[src/hdl/timer_two_defines.svh]
/*
  constants of the second general timer: register offsets, control bit
  positions, reset value. assumes inclusion by bare name.
*/
`ifndef TIMER_TWO_DEFINES_SVH
`define TIMER_TWO_DEFINES_SVH

// register offsets on the plain register port
`define T2_ADDR_CONTROL   4'h0
`define T2_ADDR_COUNT_LO  4'h1
`define T2_ADDR_COUNT_HI  4'h2
`define T2_ADDR_RELOAD_LO 4'h3
`define T2_ADDR_RELOAD_HI 4'h4
`define T2_ADDR_BITSET    4'h5
`define T2_ADDR_BITCLR    4'h6

// control bit positions
`define T2_BIT_OVF    7
`define T2_BIT_EXT    6
`define T2_BIT_RXSEL  5
`define T2_BIT_TXSEL  4
`define T2_BIT_EXTEN  3
`define T2_BIT_RUN    2
`define T2_BIT_CNTSEL 1
`define T2_BIT_CAPSEL 0

// reset values and counter maximum
`define T2_CONTROL_RESET 8'h00
`define T2_WORD_RESET    16'h0000
`define T2_WORD_MAX      16'hFFFF
`define T2_BYTE_ZERO     8'h00

`endif

[src/hdl/timer_two_pkg.sv]
/*
  types of the second general timer.
  assumes nothing of its surroundings.
*/
`default_nettype none
package timer_two_pkg;
  // what the counter does this cycle
  typedef enum logic [1:0] {act_hold, act_inc, act_reload, act_capture} count_act_type;
endpackage
`default_nettype wire

[src/hdl/timer_two.sv]
/*
  second general timer: 16-bit counter with reload/capture register,
  control register, baud clock selection for the serial port.
  assumes a single 10 MHz clock and a register master using the plain port.
*/
// Behaviour
// - run bit clear: counter stops and holds its value unless a trigger fall reloads it
// - run bit set: counter advances on every tick of selected source
// - counter select clear: count peripheral clock cycles
// - counter select set: count falling edges of external count pin
// - either baud select set: trigger neither reloads nor captures, reload on overflow
// - capture select clear: reload on overflow, and on trigger fall if enabled
// - external flag requests interrupt while set, cleared only by software
// - control register resets to zero, bits singly set and cleared
`include "timer_two_defines.svh"
`default_nettype none
module timer_two
  import timer_two_pkg::*;
(
  // clock and reset
  input  wire logic       clk,
  input  wire logic       arst_n,
  // register port
  input  wire logic [3:0] addr,
  input  wire logic [7:0] wdata,
  input  wire logic       wr,
  input  wire logic       rd,
  output logic      [7:0] rdata,
  // pins
  input  wire logic       external_count_pin,
  input  wire logic       external_trigger_pin,
  // serial port and interrupt side
  input  wire logic       timer_one_overflow,
  input  wire logic       timer_irq_enable,
  output logic            timer_irq,
  output logic            rx_baud_tick,
  output logic            tx_baud_tick
);
  logic [7:0]    ctrl_q, ctrl_d;
  logic [15:0]   count_q, count_d;
  logic [15:0]   reload_q, reload_d;
  logic [7:0]    rdata_q, rdata_d;
  logic          irq_q, irq_d;
  logic          rxt_q, rxt_d, txt_q, txt_d;
  logic          cnt_fall, trig_fall;
  logic          tick, ovf, baud_mode;
  count_act_type act;

  // pins pass two flops before the edge detectors
  pin_sync u_count_sync (
    .clk    (clk),
    .arst_n (arst_n),
    .pin    (external_count_pin),
    .level  (),
    .fall   (cnt_fall)
  );
  pin_sync u_trig_sync (
    .clk    (clk),
    .arst_n (arst_n),
    .pin    (external_trigger_pin),
    .level  (),
    .fall   (trig_fall)
  );

  // source select and counter action
  always_comb begin
    baud_mode = ctrl_q[`T2_BIT_RXSEL] | ctrl_q[`T2_BIT_TXSEL];
    tick = ctrl_q[`T2_BIT_RUN] &
           (ctrl_q[`T2_BIT_CNTSEL] ? cnt_fall : 1'b1);
    ovf  = tick & (count_q == `T2_WORD_MAX);
    act  = tick ? act_inc : act_hold;
    if (ovf) begin
      act = act_reload;
    end
    // trigger only acts when enabled and when neither baud select is set
    if (ctrl_q[`T2_BIT_EXTEN] && trig_fall && !baud_mode) begin
      act = ctrl_q[`T2_BIT_CAPSEL] ? act_capture : act_reload;
    end
  end

  // counter, reload word and control register
  always_comb begin
    count_d  = count_q;
    reload_d = reload_q;
    ctrl_d   = ctrl_q;
    unique case (act)
      act_hold:    count_d = count_q;
      act_inc:     count_d = count_q + 16'h0001;
      act_reload:  count_d = reload_q;
      act_capture: begin
        count_d  = count_q + {15'h0000, tick};
        reload_d = count_q;
      end
    endcase
    if (wr) begin
      unique case (addr)
        `T2_ADDR_CONTROL:   ctrl_d = wdata;
        `T2_ADDR_BITSET:    ctrl_d = ctrl_q | wdata;
        `T2_ADDR_BITCLR:    ctrl_d = ctrl_q & ~wdata;
        `T2_ADDR_COUNT_LO:  count_d[7:0] = wdata;
        `T2_ADDR_COUNT_HI:  count_d[15:8] = wdata;
        `T2_ADDR_RELOAD_LO: reload_d[7:0] = wdata;
        `T2_ADDR_RELOAD_HI: reload_d[15:8] = wdata;
        default: ;
      endcase
    end
    // hardware sets win over a software clear in the same cycle
    if (ovf && !baud_mode) begin
      ctrl_d[`T2_BIT_OVF] = 1'b1;
    end
    if (ctrl_q[`T2_BIT_EXTEN] && trig_fall) begin
      ctrl_d[`T2_BIT_EXT] = 1'b1;
    end
  end

  // read data, interrupt and baud ticks
  always_comb begin
    rdata_d = `T2_BYTE_ZERO;
    if (rd) begin
      unique case (addr)
        `T2_ADDR_CONTROL:   rdata_d = ctrl_q;
        `T2_ADDR_COUNT_LO:  rdata_d = count_q[7:0];
        `T2_ADDR_COUNT_HI:  rdata_d = count_q[15:8];
        `T2_ADDR_RELOAD_LO: rdata_d = reload_q[7:0];
        `T2_ADDR_RELOAD_HI: rdata_d = reload_q[15:8];
        default:            rdata_d = `T2_BYTE_ZERO;
      endcase
    end
    irq_d = timer_irq_enable & (ctrl_d[`T2_BIT_OVF] | ctrl_d[`T2_BIT_EXT]);
    rxt_d = ctrl_q[`T2_BIT_RXSEL] ? ovf : timer_one_overflow;
    txt_d = ctrl_q[`T2_BIT_TXSEL] ? ovf : timer_one_overflow;
  end

  // registers
  always_ff @(posedge clk or negedge arst_n) begin
    if (!arst_n) begin
      ctrl_q   <= `T2_CONTROL_RESET;
      count_q  <= `T2_WORD_RESET;
      reload_q <= `T2_WORD_RESET;
      rdata_q  <= `T2_BYTE_ZERO;
      irq_q    <= 1'b0;
      rxt_q    <= 1'b0;
      txt_q    <= 1'b0;
    end else begin
      ctrl_q   <= ctrl_d;
      count_q  <= count_d;
      reload_q <= reload_d;
      rdata_q  <= rdata_d;
      irq_q    <= irq_d;
      rxt_q    <= rxt_d;
      txt_q    <= txt_d;
    end
  end

  assign rdata        = rdata_q;
  assign timer_irq    = irq_q;
  assign rx_baud_tick = rxt_q;
  assign tx_baud_tick = txt_q;

  // assertions
  property p_hold;
    @(posedge clk) disable iff (!arst_n)
      (!ctrl_q[`T2_BIT_RUN] && !wr && !(ctrl_q[`T2_BIT_EXTEN] && trig_fall))
        |=> (count_q == $past(count_q));
  endproperty
  a_hold: assert property (p_hold)
    else $error("counter moved while stopped");

  property p_timer_inc;
    @(posedge clk) disable iff (!arst_n)
      (ctrl_q[`T2_BIT_RUN] && !ctrl_q[`T2_BIT_CNTSEL] && !wr && !ctrl_q[`T2_BIT_EXTEN]
       && count_q != `T2_WORD_MAX) |=> (count_q == $past(count_q) + 16'h0001);
  endproperty
  a_timer_inc: assert property (p_timer_inc)
    else $error("timer did not increment");

  property p_cnt_idle;
    @(posedge clk) disable iff (!arst_n)
      (ctrl_q[`T2_BIT_CNTSEL] && !cnt_fall && !wr && !ctrl_q[`T2_BIT_EXTEN])
        |=> (count_q == $past(count_q));
  endproperty
  a_cnt_idle: assert property (p_cnt_idle)
    else $error("counter moved without pin edge");

  property p_cnt_edge;
    @(posedge clk) disable iff (!arst_n)
      (ctrl_q[`T2_BIT_RUN] && ctrl_q[`T2_BIT_CNTSEL] && cnt_fall && !wr
       && !ctrl_q[`T2_BIT_EXTEN] && count_q != `T2_WORD_MAX)
        |=> (count_q == $past(count_q) + 16'h0001);
  endproperty
  a_cnt_edge: assert property (p_cnt_edge)
    else $error("pin edge not counted");

  property p_reload;
    @(posedge clk) disable iff (!arst_n)
      (ovf && !wr && !(ctrl_q[`T2_BIT_EXTEN] && trig_fall)) |=> (count_q == $past(reload_q));
  endproperty
  a_reload: assert property (p_reload)
    else $error("no reload on overflow");

  // the trigger neither reloads nor captures while the timer feeds the serial port
  property p_trig_reload;
    @(posedge clk) disable iff (!arst_n)
      (trig_fall && ctrl_q[`T2_BIT_EXTEN] && !ctrl_q[`T2_BIT_CAPSEL] && !baud_mode && !wr)
        |=> (count_q == $past(reload_q));
  endproperty
  a_trig_reload: assert property (p_trig_reload)
    else $error("no reload on trigger");

  property p_capture;
    @(posedge clk) disable iff (!arst_n)
      (trig_fall && ctrl_q[`T2_BIT_EXTEN] && ctrl_q[`T2_BIT_CAPSEL] && !baud_mode && !wr)
        |=> (reload_q == $past(count_q));
  endproperty
  a_capture: assert property (p_capture)
    else $error("no capture on trigger");

  // irq is built from the flag's next value, so both are seen at the same edge
  property p_ext_flag;
    @(posedge clk) disable iff (!arst_n)
      (ctrl_q[`T2_BIT_EXTEN] && trig_fall)
        |=> (ctrl_q[`T2_BIT_EXT] && (timer_irq || !$past(timer_irq_enable)));
  endproperty
  a_ext_flag: assert property (p_ext_flag)
    else $error("external flag or irq missing");

  property p_ovf_flag;
    @(posedge clk) disable iff (!arst_n)
      ($rose(ctrl_q[`T2_BIT_OVF]) && !$past(wr)) |-> ($past(ovf) && !$past(baud_mode));
  endproperty
  a_ovf_flag: assert property (p_ovf_flag)
    else $error("overflow flag set without cause");

  property p_baud;
    @(posedge clk) disable iff (!arst_n)
      ctrl_q[`T2_BIT_RXSEL] |=> (rx_baud_tick == $past(ovf));
  endproperty
  a_baud: assert property (p_baud)
    else $error("receive clock not from this timer");

  property p_baud_tx;
    @(posedge clk) disable iff (!arst_n)
      ctrl_q[`T2_BIT_TXSEL] |=> (tx_baud_tick == $past(ovf));
  endproperty
  a_baud_tx: assert property (p_baud_tx)
    else $error("transmit clock not from this timer");

  property p_reset_zero;
    @(posedge clk) $rose(arst_n) |-> (ctrl_q == `T2_CONTROL_RESET);
  endproperty
  a_reset_zero: assert property (p_reset_zero)
    else $error("control not zero after reset");
endmodule
`default_nettype wire

[src/hdl/pin_sync.sv]
/*
  two-flip-flop synchroniser for the external pins, followed by a falling
  edge detector fed from the second stage only.
  assumes pins asynchronous to clk.
*/
`default_nettype none
module pin_sync (
  // clock and reset
  input  wire logic clk,
  input  wire logic arst_n,
  // pin and result
  input  wire logic pin,
  output logic      level,
  output logic      fall
);
  logic meta_q, meta_d;
  logic sync_q, sync_d;
  logic last_q, last_d;

  // next values; idle level high so no false edge at reset
  always_comb begin
    meta_d = pin;
    sync_d = meta_q;
    last_d = sync_q;
  end

  // registers
  always_ff @(posedge clk or negedge arst_n) begin
    if (!arst_n) begin
      meta_q <= 1'b1;
      sync_q <= 1'b1;
      last_q <= 1'b1;
    end else begin
      meta_q <= meta_d;
      sync_q <= sync_d;
      last_q <= last_d;
    end
  end

  assign level = sync_q;
  assign fall  = last_q & ~sync_q;
endmodule
`default_nettype wire

[config.mk]
export PLATFORM = sky130hd
export DESIGN_NAME = timer_two
export DESIGN_NICKNAME = d
export VERILOG_FILES = /design/src/hdl/timer_two_pkg.sv /design/src/hdl/timer_two.sv /design/src/hdl/pin_sync.sv
export VERILOG_INCLUDE_DIRS = /design/src /design/src/hdl
export SDC_FILE = /design/constraint.sdc
export NUM_CORES = 1
export LEC_CHECK = 0
export BUFFER_PORTS_ARGS = -buffer_cell sky130_fd_sc_hd__buf_2
export CAP_MARGIN = 20
export CORE_UTILIZATION = 50
export CTS_CLUSTER_SIZE = 30
export DETAILED_ROUTE_END_ITERATION = 10
export PLACE_DENSITY = 0.78
export SYNTH_ARGS = -nofsm -noshare
export SYNTH_HDL_FRONTEND = slang
export SYNTH_SLANG_ARGS = --single-unit
[constraint.sdc]
create_clock -name clk -period 5.7 [get_ports clk]
set_input_delay 0.285 -clock clk [delete_from_list [all_inputs] [get_ports clk]]
set_output_delay 0.285 -clock clk [all_outputs]
set_load 0.01 [all_outputs]
==> flow_metrics.tcl <==
set metrics [dict create \
    peakVddDrop_mv 0.206 \
    syn_area_per_cell_um2 8.75 \
    finish.cell_count_without_fillers 485 \
    finalMaxSlewViolations 0 \
    ctsLongestPathBuffers 2 \
    clockRootBuffer "sky130_fd_sc_hd__clkbuf_8" \
    r2r.worst_path.cells 11 \
    power.static_leakage_uw 0.00153 \
    die_x_um 84.3 \
    syn_nets 409 \
    layout_worst_path_cycle_share_pct 50.3 \
    p_seq_share_pct 47.4 \
    drt.antenna.violating_nets 0 \
    cts-buffers-inserted 9 \
    hold-path-cell-count 1 \
    p_sw_uw 617 \
    crit_path_start "u_trig_sync.level" \
    synth_ff_type "sky130_fd_sc_hd__dfrtp_1" \
    rr_endpoint "count_q[12]" \
    grt_antenna_before_repair 0 \
    drcViolationCount 0 \
    port_buffers 30 \
    routedWlPerCell_um 20.3 \
    gpl.final_weighted_congestion 1.00 \
    internal_power_uw 882 \
    achievable-frequency_mhz 349 \
    postCtsSetupRepairBufs 0 \
    synth-seq-area-share_pct 42.3 \
    status "finished, final reports clean" \
    setup.worst_path.class "reg2reg" \
    finalCriticalPeriod_ns 2.87 \
    crit_path_end_kind "flop" \
    switching_share_pct 41.1 \
    dr.pass1.iters 6 \
    avgViaCountPerCell 6.58 \
    synth.distinct_cells 55 \
    grt_start_max_net_pins 58 \
    wire_length_of_the_first_global_routing_pass_um 15900 \
    timing.setup.tns_ns 0 \
    layout_net_count 425 \
    layout_setup_ws_ns 2.83 \
    synth.top_cells.by_area "sky130_fd_sc_hd__dfrtp_1 38%, sky130_fd_sc_hd__mux2i_1 7.1%, sky130_fd_sc_hd__nand2_1 6.6%" \
    critical_path.max_fanout 20 \
    synth_area_mm2 0.00339 \
    syn_inst 387 \
    wirelength_um 9820 \
    cp_data_required_time_ns 5.91 \
    cts_hold_buf 0 \
    comb_power_share_pct 31.0 \
    hold_path_startpoint "external_trigger_pin" \
    regToRegSetupSlack_ns 2.83 \
    power.clock.fraction_pct 21.6 \
    fp-row-count 29 \
    number_of_h_tree_levels 3 \
    worstMarginPinSlew_ns 0.977 \
    cts_resized 0 \
    grt_util_all_layers_pct 29.4 \
    first_global_vias 3063 \
    yosysTopAreaCellShare_pct 37.7 \
    fp.dieArea_mm2 0.00711 \
    drt_iter0_drc 449 \
    global_route.overflow_total 0 \
    power_density_mw_per_mm2 406 \
    synth.most_common_cell "sky130_fd_sc_hd__nand2_1" \
    cts_tree "done" \
    rsz0062_at_grt "false" \
    final_hold_viol_count 0 \
    worst_ep_arrival_time_ns 3.08 \
    start_util_pct 52.4 \
    dr_total_vias 3193 \
    antennaDiodeCount 0 \
    flow.area_growth_from_synthesis_pct 8.87 \
    start_kind "flop" \
    die_h_um 84.3 \
    synthArstFlopShare_pct 100 \
    dpl_worst_slack_ns 2.88 \
    clk_latency_ns 0.33 \
    detailed_place_hpwl_um 6910 \
    post_route_cells_drive_above_1_share_pct 16.4 \
    finalSetupViolCount 0 \
    worstReg2RegStart "u_trig_sync.level" \
    worst_slew_margin_rel_pct 34.7 \
    fillerInstances 585 \
    hold_slack_ns 0.0583 \
    fp.coreArea_mm2 0.00646 \
    maxCapViolations 0 \
    dp_cells 469 \
    clock-skew-final_ns 0.0122 \
    cts.clk_slew.worst_paths_ns 0.06 \
    yosys_warns 0 \
    clock_sink_count 57 \
    synth_edf_count 0 \
    worst_hold_path_type "in2reg" \
    min_to "u_trig_sync.meta_q" \
    synth.top_cells.by_count "60 x sky130_fd_sc_hd__nand2_1, 51 x sky130_fd_sc_hd__dfrtp_1, 44 x sky130_fd_sc_hd__nor2_1" \
    synth-seq-cells 57 \
    number_of_i_o_pins 31 \
    synth_largest_area_cell "sky130_fd_sc_hd__dfrtp_1" \
]
==> layout make-up <==
type | instances | area [um^2] | share of cell area [%]
multi-input cells | 301 | 1820 | 49.3
well taps | 77 | 96.3 | 2.61
flip-flops and latches | 57 | 1430 | 38.9
clock inverters | 4 | 20.0 | 0.543
clock buffers | 12 | 145 | 3.94
repair buffers | 32 | 165 | 4.48
inverters | 2 | 7.51 | 0.204
==> sequential cells by signal, summed over array words and instances (netlist names) <==
register,cells
u_count_sync.level,1
count_q,16
u_trig_sync.meta_q,1
reload_q,16
rdata,8
u_trig_sync.level,1
u_count_sync.meta_q,1
tx_baud_tick,1
u_trig_sync.last_q,1
ctrl_q,8
u_count_sync.last_q,1
timer_irq,1
rx_baud_tick,1
==> metrics by stage <==
stage | utilization [%] | cell area (um^2) | power, uW
global route | 57.1 | 3690 | 1590
CTS | 57.1 | 3690 | 1490
finish | 57.1 | 3690 | 1500
detailed placement | 54.5 | 3520 | 1170
floorplan | - | 3390 | 1000
global placement | 54.5 | 3520 | 1150
==> worst max-delay path: stages (launching register included) <==
cell and delay [ns]:
sky130_fd_sc_hd__dfstp_2 0.53, sky130_fd_sc_hd__and3b_1 0.20, sky130_fd_sc_hd__and3_1 0.17, sky130_fd_sc_hd__buf_4 0.23, sky130_fd_sc_hd__nand2_1 0.13, sky130_fd_sc_hd__ha_1 0.19
sky130_fd_sc_hd__nand4_1 0.13, sky130_fd_sc_hd__or4_4 0.53, sky130_fd_sc_hd__and3_4 0.20, sky130_fd_sc_hd__a221oi_2 0.21, sky130_fd_sc_hd__o31a_2 0.19, sky130_fd_sc_hd__a21oi_2 0.04
==> how the worst max path moves through the flow <==
stage,to,slack [ns],cells after the start
finish,count_q[12],2.83,11
global route,count_q[12],2.74,11
CTS,count_q[12],2.86,11
detailed placement,count_q[12],2.88,11
global placement,count_q[12],2.94,11
floorplan,count_q[12],2.86,12
==> layout by cell type (no fill, tap or decap), drive strengths merged, types with 6 or more instances in the layout <==
master   n
a31oi    8
nand3   14
dfstp    6
a222oi   8
a221oi   8
a21oi   22
nor2    44
dfrtp   51
buf     32
nand3b   7
nand2   61
mux2i   24
and3    10
clkbuf  12
o21ai   43
==> per-layer routing <==
metal	track usage [%]	part of all wire, %
met5	0	0
met4	15.0	4.3
met3	5.11	8.6
met2	44.9	45
met1	40.3	42
==> logic make-up after synthesis <==
logic type | Yosys count | synth area share (%)
multiplexers | 26 | 7.76
AO/OA/AOI/OAI | 106 | 20.0
AND/OR/NAND/NOR | 161 | 23.6
XOR/XNOR | 6 | 1.55
adder cells (fa/ha/maj) | 2 | 0.739
buffers and inverters | 29 | 3.95
flip-flops | 57 | 42.3
==> power groups by stage <==
stage | combinational, uW | sequential [uW] | clock, uW
after floorplan | 400 | 603 | 0
after CTS | 461 | 699 | 326
after global placement | 449 | 705 | 0
after detailed placement | 460 | 706 | 0
final | 465 | 711 | 323
after global routing | 519 | 721 | 348
Power figures use the tool's default switching activity.
